--- src/hdl/sfx_pkg.sv ---
// Purpose: Shared constants and carrier types for the shared flag byte exchange coordinator
// Assumes: Fixed rack of four CPUs, one 256-byte shared flag area
// Notes: Group enables come from jumpers, one bit per 32-byte group
//==================================================================
// Package
//==================================================================
package sfx_pkg;
   // Rack size
   localparam int NUM_CPU = 4;
   localparam int CPU_W = 2;
   // Shared flag area layout
   localparam int FLAG_BYTES = 256;
   localparam int ADDR_W = 8;
   localparam int GROUP_BYTES = 32;
   localparam int NUM_GROUPS = 8;
   localparam int GROUP_POS = 5;
   localparam int GROUP_W = 3;
   // Longest uninterrupted group, in bytes and in sixteen-bit words
   localparam logic [6:0] BLOCK_MAX_BYTES = 7'h40;
   localparam int BLOCK_MAX_WORDS = 32;
   // Reset values
   localparam logic [NUM_GROUPS-1:0] GROUP_EN_RST = 8'h00;
   localparam logic [CPU_W-1:0] OWNER_RST = 2'h0;
   localparam logic [6:0] HOLD_CNT_RST = 7'h00;

   // Arbiter states, one-hot
   typedef enum logic [2:0]
   {
      SFX_IDLE = 3'b001,
      SFX_GRANT = 3'b010,
      SFX_HOLD = 3'b100
   } sfx_state_t;

   // One byte request from a CPU
   typedef struct packed
   {
      logic valid;
      logic write;
      logic shared;
      logic extended;
      logic group_hold;
      logic [ADDR_W-1:0] addr;
      logic [7:0] data;
   } sfx_req_t;

   // Answer to the CPU that was just served
   typedef struct packed
   {
      logic done;
      logic refused;
      logic [CPU_W-1:0] cpu;
      logic [7:0] data;
   } sfx_rsp_t;
endpackage : sfx_pkg

--- src/hdl/sfx_coordinator.sv ---
// Purpose: Coordinator that grants the backplane to CPUs in turn and stores shared flag bytes
// Assumes: CPUs hold a request steady until the clock edge at which they see it granted
// Notes: One byte per grant unless the requester asks to hold the group semaphore
//
// Functional notes
// - Bytes not marked shared are refused and never exchanged.
// - Extended flag area bytes are refused for exchange.
// - 256 shared byte locations, enabled in eight groups of 32.
// - A masked group is not answered; its bytes are refused here.
// - CPUs exchange their shared bytes at each program cycle end.
// - Grant rotates through CPUs; only the grant holder transfers.
// - Normal mode moves one byte per grant, interleaving CPUs.
// - Without group mode multi-byte values may arrive across rounds.
// - Group option holds a semaphore so the whole group goes uninterrupted.
// - Other CPUs wait, flagged as delayed, while the semaphore is held.
// - One uninterrupted group is capped at 64 bytes.
// - Coordinator stores shared bytes; producers write, consumers read.
`timescale 1ns/10ps
`default_nettype none
module sfx_coordinator
(
   input wire logic clock,
   input wire logic sys_rst,
   input wire logic [sfx_pkg::NUM_GROUPS-1:0] group_enable_pin,
   input wire sfx_pkg::sfx_req_t [sfx_pkg::NUM_CPU-1:0] cpu_req,
   output logic [sfx_pkg::NUM_CPU-1:0] cpu_grant,
   output logic [sfx_pkg::NUM_CPU-1:0] cpu_wait,
   output sfx_pkg::sfx_rsp_t rsp
);
   import sfx_pkg::*;

   //==================================================================
   // Declarations
   //==================================================================
   sfx_state_t state_reg;
   sfx_state_t state_next;
   logic [NUM_GROUPS-1:0] group_meta_reg;
   logic [NUM_GROUPS-1:0] group_en_reg;
   logic [CPU_W-1:0] owner_reg;
   logic [CPU_W-1:0] owner_next;
   logic [6:0] hold_cnt_reg;
   sfx_rsp_t rsp_reg;
   logic [7:0] flag_mem [0:FLAG_BYTES-1];
   logic [NUM_CPU-1:0] req_valid;
   sfx_req_t cur_req;
   logic taken;
   logic accept;
   logic keep_hold;
   logic [CPU_W:0] pick;

   // Round robin search starting after cur; the top bit says a requester was found
   function automatic logic [CPU_W:0] next_owner(input logic [NUM_CPU-1:0] reqs,
                                                  input logic [CPU_W-1:0] cur);
      logic [CPU_W:0] res;
      logic [CPU_W-1:0] idx;
      res = {1'b0, cur};
      for (int k = NUM_CPU; k >= 1; k--)
      begin
         idx = CPU_W'(cur + CPU_W'(k));
         if (reqs[idx])
         begin
            res = {1'b1, idx};
         end
      end
      return res;
   endfunction : next_owner

   //==================================================================
   // Jumper synchroniser
   //==================================================================
   // Jumpers are static, but still come from a pin, so two flops first
   always_ff @(posedge clock)
   begin
      if (sys_rst)
      begin
         group_meta_reg <= GROUP_EN_RST;
         group_en_reg <= GROUP_EN_RST;
      end
      else
      begin
         group_meta_reg <= group_enable_pin;
         group_en_reg <= group_meta_reg;
      end
   end

   //==================================================================
   // Request decode
   //==================================================================
   // Only the owner's request is decoded; the rest give just valid bits to the pick and wait their turn
   always_comb
   begin
      for (int i = 0; i < NUM_CPU; i++)
      begin
         req_valid[i] = cpu_req[i].valid;
      end
      cur_req = cpu_req[owner_reg];
      taken = (state_reg != SFX_IDLE) && cur_req.valid;
      // Local, extended or masked bytes are never exchanged
      accept = taken && cur_req.shared && !cur_req.extended
               && group_en_reg[cur_req.addr[GROUP_POS +: GROUP_W]];
      // Semaphore keeps the grant until the group or the 64-byte cap ends
      keep_hold = taken && cur_req.group_hold
                  && (hold_cnt_reg < BLOCK_MAX_BYTES - 7'h01);
      pick = next_owner(req_valid, owner_reg);
   end

   //==================================================================
   // Arbiter state
   //==================================================================
   // Grant moves to the next requester after every byte unless the semaphore is held; a lone requester keeps it
   always_comb
   begin
      state_next = state_reg;
      owner_next = owner_reg;
      case (state_reg)
         SFX_IDLE:
         begin
            if (pick[CPU_W])
            begin
               state_next = SFX_GRANT;
               owner_next = pick[CPU_W-1:0];
            end
         end
         SFX_GRANT, SFX_HOLD:
         begin
            if (keep_hold)
            begin
               state_next = SFX_HOLD;
            end
            else if (state_reg == SFX_HOLD && !taken)
            begin
               // Semaphore holder keeps the bus between its bytes, others wait
               state_next = SFX_HOLD;
            end
            else if (pick[CPU_W])
            begin
               state_next = SFX_GRANT;
               owner_next = pick[CPU_W-1:0];
            end
            else
            begin
               state_next = SFX_IDLE;
            end
         end
         default:
         begin
            state_next = SFX_IDLE;
         end
      endcase
   end

   always_ff @(posedge clock)
   begin
      if (sys_rst)
      begin
         state_reg <= SFX_IDLE;
         owner_reg <= OWNER_RST;
      end
      else
      begin
         state_reg <= state_next;
         owner_reg <= owner_next;
      end
   end

   // Byte count inside one uninterrupted group
   always_ff @(posedge clock)
   begin
      if (sys_rst)
      begin
         hold_cnt_reg <= HOLD_CNT_RST;
      end
      else if (keep_hold)
      begin
         hold_cnt_reg <= hold_cnt_reg + 7'h01;
      end
      else if (taken || state_reg == SFX_IDLE)
      begin
         hold_cnt_reg <= HOLD_CNT_RST;
      end
   end

   //==================================================================
   // Shared flag storage
   //==================================================================
   // Memory has no reset; contents are undefined until a producer writes
   always_ff @(posedge clock)
   begin
      if (accept && cur_req.write)
      begin
         flag_mem[cur_req.addr] <= cur_req.data;
      end
   end

   // Answer one cycle after the byte is taken
   always_ff @(posedge clock)
   begin
      if (sys_rst)
      begin
         rsp_reg <= '0;
      end
      else
      begin
         rsp_reg.done <= taken;
         rsp_reg.refused <= taken && !accept;
         rsp_reg.cpu <= owner_reg;
         rsp_reg.data <= (accept && !cur_req.write) ? flag_mem[cur_req.addr] : 8'h00;
      end
   end

   //==================================================================
   // Outputs
   //==================================================================
   // Grant is decoded from the owner flop; wait shows requesting CPUs that do not hold the grant
   always_comb
   begin
      for (int i = 0; i < NUM_CPU; i++)
      begin
         cpu_grant[i] = (state_reg != SFX_IDLE) && (owner_reg == CPU_W'(i));
         cpu_wait[i] = cpu_req[i].valid && !cpu_grant[i];
      end
   end
   assign rsp = rsp_reg;
endmodule : sfx_coordinator
`default_nettype wire

--- config.mk ---
export PLATFORM = sky130hd
export DESIGN_NAME = sfx_coordinator
export DESIGN_NICKNAME = d
export VERILOG_FILES = /design/src/hdl/sfx_pkg.sv /design/src/hdl/sfx_coordinator.sv
export SDC_FILE = /design/constraint.sdc
export NUM_CORES = 2
export LEC_CHECK = 0
export BUFFER_PORTS_ARGS = -buffer_cell sky130_fd_sc_hd__buf_2
export CORE_ASPECT_RATIO = 2
export CORE_MARGIN = 2
export CORE_UTILIZATION = 50
export DETAILED_ROUTE_END_ITERATION = 10
export PLACE_DENSITY = 0.73
export SLEW_MARGIN = 20
export SYNTH_ARGS = -nofsm -noshare
export SYNTH_HDL_FRONTEND = slang
export SYNTH_SLANG_ARGS = --single-unit
export TNS_END_PERCENT = 1
--- constraint.sdc ---
create_clock -name clock -period 4.2 [get_ports clock]
set_input_delay 0.42 -clock clock [delete_from_list [all_inputs] [get_ports clock]]
set_output_delay 0.42 -clock clock [all_outputs]
set_load 0.05 [all_outputs]
==> impl_metrics.toml <==
[yosys]
ys.flop_type = "edfxtp_1"
yosys_warnings = 0
synthesis.nets = 5380
yosysUniqueCellTypes = 51
netlist_area_sq_um = 84200
synth_seq_cells = 2088
ys_async_sr_fraction_pct = 0
syn_area_per_cell_sq_um = 15.9
synth_edf_count = 2048
synthCells = 5281
seq_area_frac_synth_pct = 74.0

[outcome]
status = "finished with violations"
violations = "negative setup slack"

[detailed_routing]
wirelength_mm = 209
routedWlPerCell_microns = 26.0
vias_per_cell = 6.00
drt_pass1_iterations = 6
ant_nets = 0
drc = 0
drtIter0Drc = 6031
via_count = 48200

[clocking]
numCtsBuffers = 174
cts.sinks = 2088
cts-htree-levels = 4
cts_buffer_depth = 3
cts_root_buf = "clkbuf_16"
clk_latency_ps = 820
path_clk_slew_ps = 70
postCtsSetupBuffers = 0
cts_tree = "done"

[pwr]
internal-power_mw = 41.6
power_density_nw_per_um2 = 655
p_switching_mw = 21.3
p_total_mw = 62.9
clockPowerShare_pct = 26.0
ir_drop_v = 0.000579
pwr-share-comb_pct = 33.0
seqPwrFrac_pct = 41.0
p_sw_share_pct = 33.9
p_leak_nw = 34.4

[final_layout]
area_growth_pct = 14.0
largest_reg_flops = 2048
drive_above_1_share_pct = 15.6
fin_nets = 5828

[setup_path]
start_kind = "flop"
setup.worst_path.class = "flop to flop"
path_max_fanout = 96
required_ps = 4960
worst-path-buf-inv = 3
path_cells = "mux4_4, buf_12, buf_4, buf_16, mux2i_1, mux2i_1, o22ai_1, nor4_1, o22ai_1, nor2_2, a22o_1"
endpoint_kind = "flop"
crit_cells = 11
r2r_cells = 11
arrival_ps = 5040
slowest_delay_ps = 820
slowest_stage = "mux4_4"
path_delay_family = "multiplexers"

[global_routing]
grt_pass1_wl_mm = 307
met1_usage_pct = 31.3
grt_pass1_vias = 47700
grt.total_usage_pct = 24.2
use_met2_pct = 39.8
use_met3_pct = 4.55
busiest_layer = "met2"
overflow = 0
antenna_found_initial = 8
grt_max_degree = 107

[floorplan]
coreArea_sq_um = 168000
start_util_pct = 50.2
ioPinCount = 114
die_w_microns = 294
die_h_microns = 584
dieArea_sq_um = 172000
num_rows = 213

[sta]
skew_ps = 31.4
hold_viol = 0
final_max_slew_viol_count = 0
tightest_slew_ps = 1180
grt_setup_unrepaired = "true"
fin_crit_ps = 4280
layout_setup_ws_ps = -75.2
setup_violations = 2
max_freq_mhz = 234
min_period_over_period_pct = 102
hold_slack_ps = 65.5
slew_headroom_pct = 20.9

[place]
post-place-ws_ps = -301
gp_congestion = 0.899
dp_hpwl_mm = 131
port-buffer-count = 113

[hold_path]
holdPathStages = 4
hold_path_class = "input pin to flop"

[run]
drv_cap = 0
path summary, 6_finish.rpt:
check / startpoint / to / slack, ps
setup / recovery: owner_reg[0] / rsp[6] / -80
hold / removal: cpu_req[62] / owner_reg[1] / 70
setup reg to reg: owner_reg[0] / rsp[6] / -80
hold reg to reg: group_meta_reg[3] / group_en_reg[3] / 450
placed cells by master, fill, tap and decap left out, types with 17 or more instances in the layout:
cell        count
mux2i_1      1115
buf_2         113
nor2_1        282
a31oi_1        42
o22ai_1       201
buf_4         423
clkinv_1       27
nor2b_1        63
buf_12         55
nand2_1       559
a21oi_1       140
clkinvlp_4     17
or4_1          41
nor4_1         60
clkbuf_16     178
dfxtp_1        38
a211oi_1       39
edfxtp_1     2048
clkbuf_1       28
bufinv_16      18
clkinv_2       29
nand3_1       175
cells by family after synthesis:
family / count (synthesis) / share of synthesized area (%)
flip-flops: 2088 / 74.0
AND/OR/NAND/NOR: 1257 / 6.64
multiplexers: 1139 / 13.8
AO/OA/AOI/OAI: 454 / 3.28
buffers and inverters: 337 / 2.13
adder cells (fa/ha/maj): 5 / 0.0743
XOR/XNOR: 1 / 0.0104
timing repair:
| action | in CTS | in global routing |
|---|---|---|
| endpoints found under the hold margin | 8 | 0 |
| endpoints found under the setup margin | 7 | 6 |
| resized for setup | 11 | 6 |
| hold buffers | 8 | 0 |
worst register-to-register path, delay by kind of cell (launching register included):
kind,cells,cell delay (ps)
buffers and inverters,3,720
muxes,3,1410
and+or+nand+nor,2,970
DFF,1,470
AOI/OAI and AO/OA,3,650
synth_stat cells, types with 2 or more instances:
| cell | instances | area (sq um) |
|---|---|---|
| a32oi_1 | 4 | 35.0 |
| nand2_1 | 562 | 2110 |
| and2_1 | 10 | 62.6 |
| buf_6 | 18 | 203 |
| o22ai_1 | 201 | 1260 |
| nand3b_1 | 2 | 15.0 |
| and3_1 | 7 | 43.8 |
| nor2b_1 | 63 | 394 |
| nand2_2 | 5 | 31.3 |
| a32o_1 | 3 | 30.0 |
| buf_4 | 64 | 480 |
| a31oi_1 | 42 | 263 |
| nand3_1 | 175 | 876 |
| ha_1 | 5 | 62.6 |
| or2_2 | 9 | 56.3 |
| nor3_1 | 6 | 30.0 |
| buf_2 | 120 | 601 |
| nor4_1 | 63 | 394 |
| or4_1 | 41 | 308 |
| a311oi_1 | 2 | 17.5 |
| o21ai_0 | 8 | 40.0 |
| or3_1 | 8 | 50.1 |
| a211oi_1 | 39 | 293 |
| mux4_2 | 19 | 428 |
| buf_1 | 15 | 56.3 |
| nand4_1 | 4 | 25.0 |
| mux2_2 | 4 | 45.0 |
| a22o_1 | 7 | 61.3 |
| nor2_1 | 287 | 1080 |
| mux2i_1 | 1116 | 11200 |
| edfxtp_1 | 2048 | 61500 |
| a21oi_1 | 140 | 701 |
| clkbuf_1 | 115 | 432 |
| o31ai_1 | 2 | 15.0 |
| inv_1 | 5 | 18.8 |
| nand2b_1 | 8 | 50.1 |
| dfxtp_1 | 40 | 801 |
area by class of cell:
| cell class | count | area (sq um) |
|---|---|---|
| fill | 12300 | 71700 |
| sequential | 2088 | 62300 |
| multi-input combinational | 2856 | 20200 |
| timing repair buffer | 604 | 5010 |
| clock buffer | 209 | 4600 |
| tap | 2150 | 2690 |
| clock inverter | 109 | 1160 |
| inverter | 5 | 18.8 |
| antenna | 2 | 5.00 |
layer usage:
| metal | vias up | part of all wire (%) |
|---|---|---|
| li1 | 21200 | - |
| met1 | 24100 | 38 |
| met2 | 2441 | 49 |
| met3 | 483 | 9.1 |
| met4 | 4 | 4.6 |
| met5 | - | 0.0096 |
stage by stage:
step | setup TNS (ps) | utilization [%] | cell area (sq um) | cells
global route | -11.4 | 57.3 | 96000 | 8022
global placement | -1340 | 53.7 | 90000 | 7693
CTS | 0 | 57.2 | 95900 | 8020
floorplan | 0 | - | 84200 | 5281
finish | -79.1 | 57.3 | 96000 | 8023
detailed placement | -1250 | 53.7 | 90000 | 7694
power groups by stage:
stage	registers, mW	logic (mW)	clock network, mW
CTS	25.8	20.5	16.6
global route	25.8	21.8	17.3
global placement	26.2	19.9	0
floorplan	26.5	12.4	0
finish	25.8	20.8	16.4
detailed placement	26.2	20.3	0
(Power assumes the default switching activity.)
